==> src/cbcc_pkg.sv <==
package cbcc_pkg;

    typedef enum logic [2:0] {
        CYC_INT_ACK,
        CYC_IO_READ,
        CYC_IO_WRITE,
        CYC_MEM_READ,
        CYC_MEM_WRITE,
        CYC_HALT,
        CYC_NONE
    } cbcc_cycle_t;

    typedef enum logic [1:0] {
        FAM_READ,
        FAM_WRITE,
        FAM_HALT,
        FAM_NONE
    } cbcc_family_t;

    typedef struct packed {
        logic mem_io_select;
        logic status1_n;
        logic status0_n;
    } cbcc_status_t;

    typedef struct packed {
        logic int_ack_strobe_n;
        logic io_read_strobe_n;
        logic io_write_strobe_n;
        logic mem_read_strobe_n;
        logic mem_write_strobe_n;
    } cbcc_cmd_t;

    localparam logic [2:0] CODE_INT_ACK = 3'h0;
    localparam logic [2:0] CODE_IO_READ = 3'h1;
    localparam logic [2:0] CODE_IO_WRITE = 3'h2;
    localparam logic [2:0] CODE_HALT = 3'h4;
    localparam logic [2:0] CODE_MEM_READ = 3'h5;
    localparam logic [2:0] CODE_MEM_WRITE = 3'h6;

    // Command-state cycles before a strobe may go active
    localparam logic [1:0] READ_DELAY_FAST = 2'h0;
    localparam logic [1:0] READ_DELAY_SHARED = 2'h1;
    localparam logic [1:0] WRITE_DELAY_FAST = 2'h0;
    localparam logic [1:0] WRITE_DELAY_SHARED = 2'h2;
    localparam logic [1:0] CMD_INDEX_MAX = 2'h3;

    localparam cbcc_cmd_t CMD_ALL_INACTIVE = 5'h1F;
    localparam logic SYNC_RESET_VALUE = 1'b0;
    localparam logic DIR_RESET_VALUE = 1'b1;
    localparam logic OE_RESET_VALUE = 1'b1;

endpackage : cbcc_pkg

==> src/cbcc_sync.sv <==
`timescale 1ns/1ps
`default_nettype none
module cbcc_sync
    import cbcc_pkg::*;
(
    // Clock and reset
    input wire logic clk,
    input wire logic rst_n,
    // Level crossing
    input wire logic async_in,
    output logic sync_out
);

    logic meta_q;
    logic sync_q;

    // First stage feeds only the second stage
    always_ff @(posedge clk or negedge rst_n) begin
        if (!rst_n) begin
            meta_q <= SYNC_RESET_VALUE;
            sync_q <= SYNC_RESET_VALUE;
        end else begin
            meta_q <= async_in;
            sync_q <= meta_q;
        end
    end

    assign sync_out = sync_q;

endmodule : cbcc_sync
`default_nettype wire

==> src/cbcc_top.sv <==
`timescale 1ns/1ps
`default_nettype none
module cbcc_top
    import cbcc_pkg::*;
(
    // Clock and reset
    input wire logic REF_CLK,
    input wire logic RST_N,
    // Processor status
    input wire cbcc_status_t BUS_STATUS,
    input wire logic READY_N,
    // Control inputs
    input wire logic SHARED_BUS_TIMING_STRAP,
    input wire logic COMMAND_ENABLE_OR_GRANT,
    input wire logic LATCHED_BUS_SELECT,
    input wire logic COMMAND_DELAY_INPUT,
    // Control outputs
    output logic ADDR_LATCH_STROBE,
    output logic CASCADE_ADDRESS_ENABLE,
    output logic TRANSCEIVER_ENABLE,
    output logic TRANSFER_DIRECTION,
    // Command strobes, three-state
    output var cbcc_cmd_t CMD_STROBE_N,
    output logic CMD_STROBE_OE
);

    typedef enum logic [1:0] {
        ST_IDLE,
        ST_STATUS,
        ST_COMMAND
    } cbcc_bus_state_t;

    function automatic cbcc_cycle_t decode_cycle(input cbcc_status_t s);
        case ({s.mem_io_select, s.status1_n, s.status0_n})
            CODE_INT_ACK: decode_cycle = CYC_INT_ACK;
            CODE_IO_READ: decode_cycle = CYC_IO_READ;
            CODE_IO_WRITE: decode_cycle = CYC_IO_WRITE;
            CODE_HALT: decode_cycle = CYC_HALT;
            CODE_MEM_READ: decode_cycle = CYC_MEM_READ;
            CODE_MEM_WRITE: decode_cycle = CYC_MEM_WRITE;
            default: decode_cycle = CYC_NONE;
        endcase
    endfunction : decode_cycle

    function automatic cbcc_family_t family_of(input cbcc_cycle_t c);
        case (c)
            CYC_INT_ACK, CYC_IO_READ, CYC_MEM_READ: family_of = FAM_READ;
            CYC_IO_WRITE, CYC_MEM_WRITE: family_of = FAM_WRITE;
            CYC_HALT: family_of = FAM_HALT;
            default: family_of = FAM_NONE;
        endcase
    endfunction : family_of

    // One strobe per cycle type; everything else stays high
    function automatic cbcc_cmd_t strobe_for(input cbcc_cycle_t c, input logic active);
        cbcc_cmd_t v;
        v = CMD_ALL_INACTIVE;
        if (active) begin
            case (c)
                CYC_INT_ACK: v.int_ack_strobe_n = 1'b0;
                CYC_IO_READ: v.io_read_strobe_n = 1'b0;
                CYC_IO_WRITE: v.io_write_strobe_n = 1'b0;
                CYC_MEM_READ: v.mem_read_strobe_n = 1'b0;
                CYC_MEM_WRITE: v.mem_write_strobe_n = 1'b0;
                default: v = CMD_ALL_INACTIVE;
            endcase
        end
        strobe_for = v;
    endfunction : strobe_for

    cbcc_bus_state_t state_q, state_d;
    logic phase_q, phase_d;
    cbcc_cycle_t cyc_q, cyc_d;
    logic sel_q, sel_d;
    logic [1:0] idx_q, idx_d;
    logic go_q, go_d;
    logic ale_q, ale_d;
    logic mce_q, mce_d;
    logic den_q, den_d;
    logic dir_q, dir_d, read_dir_q, read_dir_d;
    logic oe_q, oe_d;
    cbcc_cmd_t cmd_n_q, cmd_n_d;
    logic grant_s;
    logic status_start;
    logic start_now;
    logic entering_tc;
    logic in_tc_next;
    logic sel_now;
    logic en_ok;
    logic [1:0] delay_need;
    cbcc_cycle_t dec_now;
    cbcc_family_t fam_q;

    // Async enable/grant is synchronised before use
    cbcc_sync u_grant_sync (
        .clk(REF_CLK),
        .rst_n(RST_N),
        .async_in(COMMAND_ENABLE_OR_GRANT),
        .sync_out(grant_s)
    );

    assign dec_now = decode_cycle(BUS_STATUS);
    assign fam_q = family_of(cyc_q);
    assign status_start = !BUS_STATUS.status1_n || !BUS_STATUS.status0_n;
    assign start_now = (state_q == ST_IDLE) && status_start;
    assign entering_tc = (state_q == ST_STATUS);
    // Shared pin: grant is active low, enable is active high
    assign en_ok = SHARED_BUS_TIMING_STRAP ? !grant_s : grant_s;
    assign sel_now = entering_tc ? LATCHED_BUS_SELECT : sel_q;

    // Bus state sequencing, two clocks per state
    always_comb begin
        state_d = state_q;
        phase_d = phase_q;
        case (state_q)
            ST_IDLE: begin
                // Status seen low marks the end of phase 0 of the status state
                if (status_start) begin
                    state_d = ST_STATUS;
                    phase_d = 1'b1;
                end else begin
                    phase_d = 1'b0;
                end
            end
            ST_STATUS: begin
                state_d = ST_COMMAND;
                phase_d = 1'b0;
            end
            ST_COMMAND: begin
                if (!phase_q) begin
                    phase_d = 1'b1;
                end else if (!sel_q || fam_q != FAM_READ && fam_q != FAM_WRITE || !READY_N) begin
                    // Halt and unselected cycles do not wait on ready
                    state_d = ST_IDLE;
                    phase_d = 1'b0;
                end else begin
                    phase_d = 1'b0; // Wait state
                end
            end
            default: begin
                state_d = ST_IDLE;
                phase_d = 1'b0;
            end
        endcase
    end

    assign in_tc_next = (state_d == ST_COMMAND);

    always_ff @(posedge REF_CLK or negedge RST_N) begin
        if (!RST_N) begin
            state_q <= ST_IDLE;
            phase_q <= 1'b0;
        end else begin
            state_q <= state_d;
            phase_q <= phase_d;
        end
    end

    // Cycle type and bus select capture
    always_comb begin
        cyc_d = cyc_q;
        sel_d = sel_q;
        if (start_now) begin
            cyc_d = dec_now;
        end else if (state_d == ST_IDLE) begin
            cyc_d = CYC_NONE;
        end
        if (entering_tc) begin
            sel_d = LATCHED_BUS_SELECT;
        end
    end

    always_ff @(posedge REF_CLK or negedge RST_N) begin
        if (!RST_N) begin
            cyc_q <= CYC_NONE;
            sel_q <= 1'b0;
        end else begin
            cyc_q <= cyc_d;
            sel_q <= sel_d;
        end
    end

    // Index of the current command-state clock, saturating
    always_comb begin
        if (entering_tc) begin
            idx_d = 2'h0;
        end else if (state_q == ST_COMMAND && idx_q != CMD_INDEX_MAX) begin
            idx_d = idx_q + 2'h1;
        end else begin
            idx_d = idx_q;
        end
    end

    // Shared-bus timing holds strobes back by one (read) or two (write) clocks
    always_comb begin
        if (fam_q == FAM_WRITE) begin
            delay_need = SHARED_BUS_TIMING_STRAP ? WRITE_DELAY_SHARED : WRITE_DELAY_FAST;
        end else begin
            delay_need = SHARED_BUS_TIMING_STRAP ? READ_DELAY_SHARED : READ_DELAY_FAST;
        end
    end

    // Command request: start needs delay input low, end follows ready
    always_comb begin
        go_d = 1'b0;
        if (in_tc_next && (fam_q == FAM_READ || fam_q == FAM_WRITE) && sel_now) begin
            if (go_q) begin
                go_d = 1'b1;
            end else if (!COMMAND_DELAY_INPUT && idx_d >= delay_need) begin
                go_d = 1'b1;
            end
        end
    end

    always_ff @(posedge REF_CLK or negedge RST_N) begin
        if (!RST_N) begin
            idx_q <= 2'h0;
            go_q <= 1'b0;
        end else begin
            idx_q <= idx_d;
            go_q <= go_d;
        end
    end

    // Strobes and their three-state enable
    always_comb begin
        cmd_n_d = strobe_for(cyc_q, go_d && en_ok);
        oe_d = !(SHARED_BUS_TIMING_STRAP && grant_s);
    end

    always_ff @(posedge REF_CLK or negedge RST_N) begin
        if (!RST_N) begin
            cmd_n_q <= CMD_ALL_INACTIVE;
            oe_q <= OE_RESET_VALUE;
        end else begin
            cmd_n_q <= cmd_n_d;
            oe_q <= oe_d;
        end
    end

    // Address latch and cascade enable ignore every control input
    always_comb begin
        ale_d = start_now && family_of(dec_now) != FAM_HALT;
        // Cascade enable outlasts the latch strobe by one clock
        mce_d = (start_now && dec_now == CYC_INT_ACK) || (entering_tc && cyc_q == CYC_INT_ACK);
    end

    always_ff @(posedge REF_CLK or negedge RST_N) begin
        if (!RST_N) begin
            ale_q <= 1'b0;
            mce_q <= 1'b0;
        end else begin
            ale_q <= ale_d;
            mce_q <= mce_d;
        end
    end

    // Transceiver enable; fast writes open it before select is known
    always_comb begin
        den_d = 1'b0;
        if (start_now && family_of(dec_now) == FAM_WRITE && !SHARED_BUS_TIMING_STRAP) begin
            den_d = en_ok;
        end else if (in_tc_next && sel_now) begin
            if (fam_q == FAM_WRITE) begin
                den_d = en_ok;
            end else if (fam_q == FAM_READ && !entering_tc) begin
                den_d = en_ok;
            end
        end
    end

    // Direction follows cycle type and bus select, and moves only with enable off
    always_comb begin
        read_dir_d = fam_q == FAM_READ && in_tc_next && sel_now;
        dir_d = dir_q;
        if (!den_q && !den_d) begin
            dir_d = !(read_dir_d || read_dir_q);
        end
    end

    always_ff @(posedge REF_CLK or negedge RST_N) begin
        if (!RST_N) begin
            den_q <= 1'b0;
            dir_q <= DIR_RESET_VALUE;
            read_dir_q <= 1'b0;
        end else begin
            den_q <= den_d;
            dir_q <= dir_d;
            read_dir_q <= read_dir_d;
        end
    end

    assign ADDR_LATCH_STROBE = ale_q;
    assign CASCADE_ADDRESS_ENABLE = mce_q;
    assign TRANSCEIVER_ENABLE = den_q;
    assign TRANSFER_DIRECTION = dir_q;
    assign CMD_STROBE_N = cmd_n_q;
    assign CMD_STROBE_OE = oe_q;
endmodule : cbcc_top
`default_nettype wire

==> config.mk <==
export PLATFORM = sky130hd
export DESIGN_NAME = cbcc_top
export DESIGN_NICKNAME = d
export VERILOG_FILES = /design/src/cbcc_pkg.sv /design/src/cbcc_sync.sv /design/src/cbcc_top.sv
export SDC_FILE = /design/constraint.sdc
export NUM_CORES = 1
export LEC_CHECK = 0
export CORE_ASPECT_RATIO = 1.25
export CORE_UTILIZATION = 35
export DETAILED_ROUTE_END_ITERATION = 6
export DONT_BUFFER_PORTS = 1
export SYNTH_ARGS = -nofsm -noshare
export SYNTH_HDL_FRONTEND = slang
export SYNTH_SLANG_ARGS = --single-unit
==> constraint.sdc <==
create_clock -name REF_CLK -period 6.16 [get_ports REF_CLK]
set_clock_uncertainty 0.05 [all_clocks]
set_input_delay 0.308 -clock REF_CLK [delete_from_list [all_inputs] [get_ports REF_CLK]]
set_output_delay 0.308 -clock REF_CLK [all_outputs]
set_load 0.02 [all_outputs]
-- Yosys cells after proc, flatten, opt, wreduce, memory -nomap -nowiden
Index checks and enable logic that the tools add are counted.
- register bits after elaboration: 23
- output and inout port bits: 10
- word-level logic and storage cells: 124
- add/subtract/negate cells: 1
- $lt $le $gt $ge: 1
- eq/ne operators: 23
- multiplexer cells: 32
- reductions and logical operators: 48
- operators with widths (cell ; count):
    $eq 3x3->1 const B ; 7
    $logic_and 1x1->1 ; 18
    $pmux 2 s3 ; 3
    $pmux 3 s6 ; 1
    $mux 1 ; 17
    $eq 3x2->1 const B ; 5
    $mux 2 ; 7
    $logic_not 1->1 ; 12
    $eq 3x1->1 const B ; 3
    $logic_not 3->1 ; 3
    $eq 2x1->1 const B ; 3
    $logic_not 2->1 ; 3
    $logic_or 1x1->1 ; 6
    $mux 3 ; 2
    $reduce_or 3->1 ; 2
    $mux 5 ; 1
    $eq 2x2->1 const B ; 2
    $ne 2x2->1 const B ; 2
    $reduce_bool 2->1 ; 2
    $reduce_or 2->1 ; 2
    $add 2x1->2 const B ; 1
    $ge 2x2->1 ; 1
    $ne 2x1->1 const B ; 1
    $pmux 1 s2 ; 1

-- Longest topological paths before layout
- depth in word-level cells: 16
- gate-level depth with buffers: 12
- depth with buffers taken out: 12

-- By module
From an unflattened synthesis, not the netlist that was laid out.
- cells, all modules: 102
- area total of the unflattened synthesis: 1124.8 um2
- by module, submodules not included (module ; times used ; cells an instance ; area an instance (um2)):
    cbcc_top ; 1 ; 100 ; 1074.8
    cbcc_sync ; 1 ; 2 ; 50.0

-- Worst setup path before layout
Ideal clock, no wire load.
- kind: reg2reg
- start: register idx_q[0]
- end: register cmd_n_q (netlist bit CMD_STROBE_N[1])
- library setup time: 92 ps
- arrival: 1987 ps
- path slack: 4031 ps
- stages on the path, launching flop included: 13
- path buffers: 0
- cells stage by stage: dfrtp_1 ha_1 nor2_1 mux2i_1 nor2_1 a21o_1 inv_1 ha_1 nand2b_1 a21oi_1 o21ba_2 nor4_2 nand3_1
- RTL lines (element ; RTL line ; text):
    start, declared ; cbcc_top.sv:75 ; logic [1:0] idx_q, idx_d;
    start signal, assigned ; cbcc_top.sv:220 ; idx_q <= idx_d;
    end signal, assigned ; cbcc_top.sv:236 ; cmd_n_q <= cmd_n_d;
    end, declared ; cbcc_top.sv:82 ; cbcc_cmd_t cmd_n_q, cmd_n_d;

==> impl_metrics.tcl <==
set metrics [dict create \
    worst-path-max-fanout 4 \
    first_iter_violations 9 \
    netlist_top_cells_count "14 x dfrtp_1, 11 x nor2_1, 9 x dfstp_2" \
    grt_overflow 0 \
    r2r.worst_path.cells 12 \
    synthArstFlopShare 1.00 \
    switching_share 0.407 \
    p_int_mw 0.329 \
    whs_endpoint "cyc_q[0]$_DFFE_PN0P_" \
    synth-seq-cells 23 \
    crit_family "simple AND/OR/NAND/NOR gates" \
    grt_max_degree 24 \
    io_buffers 0 \
    final_net_count 117 \
    cts_tree "built" \
    wire_per_inst_um 13.7 \
    htree_levels 1 \
    initial_core_util 0.374 \
    area_growth_pct 4.79 \
    cts.clk_slew.worst_paths_ns 0.12 \
    crit_chain "ha_1, nor2_1, mux2i_1, nor2_1, a21o_1, inv_1, ha_1, nand2b_1, a21oi_1, o21ba_2, nor4_2, nand3_1" \
    tns_ns 0 \
    ys_types 39 \
    grt_setup_unrepaired "false" \
    synth_edf_count 0 \
    powerDensity_nw_per_um2 471 \
    drtPass1Iterations 4 \
    power.switching_mw 0.226 \
    synth.most_common_cell "dfrtp_1" \
    die-height_um 65.3 \
    placed_area_um2 1130 \
    die_x_um 52.7 \
    p_comb_frac 0.393 \
    cts_buffer_depth 2 \
    hold_viol 0 \
    cts_resized 0 \
    synth_nets 115 \
    track_usage 0.130 \
    core_um2 3000 \
    synth-seq-area-share 0.522 \
    r2r_slack_ns 3.82 \
    ir_worst_vdd_v 0.000230 \
    min_path_cells 1 \
    cts_setup_buffers 0 \
    diodes 0 \
    max_freq_mhz 427 \
    tightest_slew_ns 0.993 \
    yosysTopAreaCellShare 0.312 \
    place_hpwl_um 1430 \
    rows 22 \
    synth_area_um2 1120 \
    timing.rr.start "idx_q[0]$_DFF_PN0_" \
    grt_pass1_vias 758 \
    yosys.area.top_type "dfrtp_1" \
    cts_buffers 3 \
    drc_errors 0 \
    path_class "reg2reg" \
    synth_area_leaders "dfrtp_1 31%, dfstp_2 21%, ha_1 4.5%, nor2_1 3.7%, a311oi_4 2.3%" \
    period_share 0.380 \
    vias_per_cell 5.36 \
    synth-warning-count 0 \
    reg2reg_to "CMD_STROBE_N[1]$_DFF_PN1_" \
    crit_buf_inv 1 \
    vias 740 \
    slew_headroom 0.336 \
    maxSlewViolCount 0 \
    startpoint_type "flip-flop" \
    gp_congestion 0.790 \
    clock_sinks 23 \
    clock_latency_ns 0.31 \
    crit_path_max_incr_delay_ns 0.43 \
    stdcell_count 138 \
    cpMaxStageDelayCell "dfrtp_1" \
    synth.avg_cell_area_um2 11.1 \
    power.total_mw 0.554 \
    drive_gt1_frac 0.225 \
    setup_violations 0 \
    totalWireLength_um 1890 \
    worst_setup_path_end_kind "flip-flop" \
    cp.required_ns 6.35 \
    dpl.cell_count 132 \
    p_clk_frac 0.124 \
    p_seq_frac 0.483 \
    postSynthCellCount 101 \
    cts_root_buffer "clkbuf_4" \
    period_needed_ns 2.34 \
    ios 20 \
    drtAntennaViolNets 0 \
    ys.flop_type "dfrtp_1" \
    grt_pass1_wl_um 3350 \
    cap_violations 0 \
    status "finished, final reports clean" \
    final_util 0.392 \
    hold_start "BUS_STATUS[1]" \
    antenna_found_initial 0 \
    fp.dieArea_um2 3440 \
    hp-class "in2reg" \
    p_leak_nw 0.497 \
    arrival_ns 2.53 \
    final_cell_area_um2 1180 \
]
[per-stage QoR]
stage	setup WS (ns)	hold WS [ns]
after floorplan	4.03	-0.0376
after global placement	3.91	-0.0370
after detailed placement	3.83	-0.0370
after CTS	3.81	0.00532
after global routing	3.62	0.00438
final	3.82	0.0111
[how the worst max path moves through the flow]
stage               cells after the start               start  slack [ns]                        end
finish                                 12  idx_q[0]$_DFF_PN0_        3.82  CMD_STROBE_N[1]$_DFF_PN1_
global route                           12  idx_q[0]$_DFF_PN0_        3.62  CMD_STROBE_N[1]$_DFF_PN1_
CTS                                    12  idx_q[0]$_DFF_PN0_        3.81  CMD_STROBE_N[1]$_DFF_PN1_
detailed placement                     12  idx_q[0]$_DFF_PN0_        3.83  CMD_STROBE_N[1]$_DFF_PN1_
global placement                       12  idx_q[0]$_DFF_PN0_        3.91  CMD_STROBE_N[1]$_DFF_PN1_
floorplan                              12  idx_q[0]$_DFF_PN0_        4.03  CMD_STROBE_N[1]$_DFF_PN1_
[area by class of cell]
class | instances | area [um2]
timing repair buffer | 2 | 20.0
fill | 283 | 1820
sequential | 23 | 587
tap | 36 | 45.0
multi-input combinational | 68 | 480
clock buffer | 4 | 26.3
inverter | 5 | 18.8
[layer usage]
layer / vias up / GRT usage / wire length (um)
li1: 355 / - / -
met2: 22 / 0.220 / 966
met4: 0 / 0.0724 / 46
met3: 5 / 0.0278 / 103
met5: - / 0 / 0
met1: 358 / 0.148 / 771
[cells in the final DEF, fill, tap and decap left out, types with 3 or more instances in the layout]
| master | n |
|---|---|
| a21oi_1 | 4 |
| clkbuf_4 | 3 |
| dfrtp_1 | 14 |
| dfstp_2 | 9 |
| ha_1 | 4 |
| inv_1 | 4 |
| nand2_1 | 6 |
| nand3_1 | 3 |
| nor2_1 | 11 |
| nor2b_1 | 3 |
| o21ai_0 | 4 |
[registers in the layout, indices dropped and copies added (netlist names)]
| signal | count |
|---|---|
| TRANSFER_DIRECTION | 1 |
| go_q | 1 |
| CASCADE_ADDRESS_ENABLE | 1 |
| read_dir_q | 1 |
| cyc_q | 3 |
| TRANSCEIVER_ENABLE | 1 |
| sel_q | 1 |
| state_q | 2 |
| idx_q | 2 |
| ADDR_LATCH_STROBE | 1 |
| CMD_STROBE_OE | 1 |
| CMD_STROBE_N | 5 |
| u_grant_sync.sync_out | 1 |
| phase_q | 1 |
| u_grant_sync.meta_q | 1 |
[power by group through the flow]
stage | logic (mW) | registers, mW | clock network (mW)
after floorplan | 0.234 | 0.227 | 0
after global placement | 0.211 | 0.269 | 0
after detailed placement | 0.217 | 0.272 | 0
after CTS | 0.222 | 0.269 | 0.0719
after global routing | 0.251 | 0.275 | 0.0779
final | 0.218 | 0.268 | 0.0688
[logic make-up (layout without fill, tap and decap cells)]
| family | count (synthesis) | after routing | synth area share |
|---|---|---|---|
| XOR/XNOR | 1 | 1 | 0.00780 |
| AND/OR/NAND/NOR | 37 | 37 | 0.186 |
| multiplexers | 4 | 4 | 0.0401 |
| flip-flops | 23 | 23 | 0.522 |
| AO/OA/AOI/OAI | 22 | 22 | 0.149 |
| adder cells (fa/ha/maj) | 4 | 4 | 0.0445 |
| buffers and inverters | 10 | 11 | 0.0501 |
[what timing repair did]
action	in CTS	in global routing
hold buffers	2	0
setup endpoints to repair	0	0
endpoints found under the hold margin	24	0
Note: power is estimated with default switching activity, not from simulation.
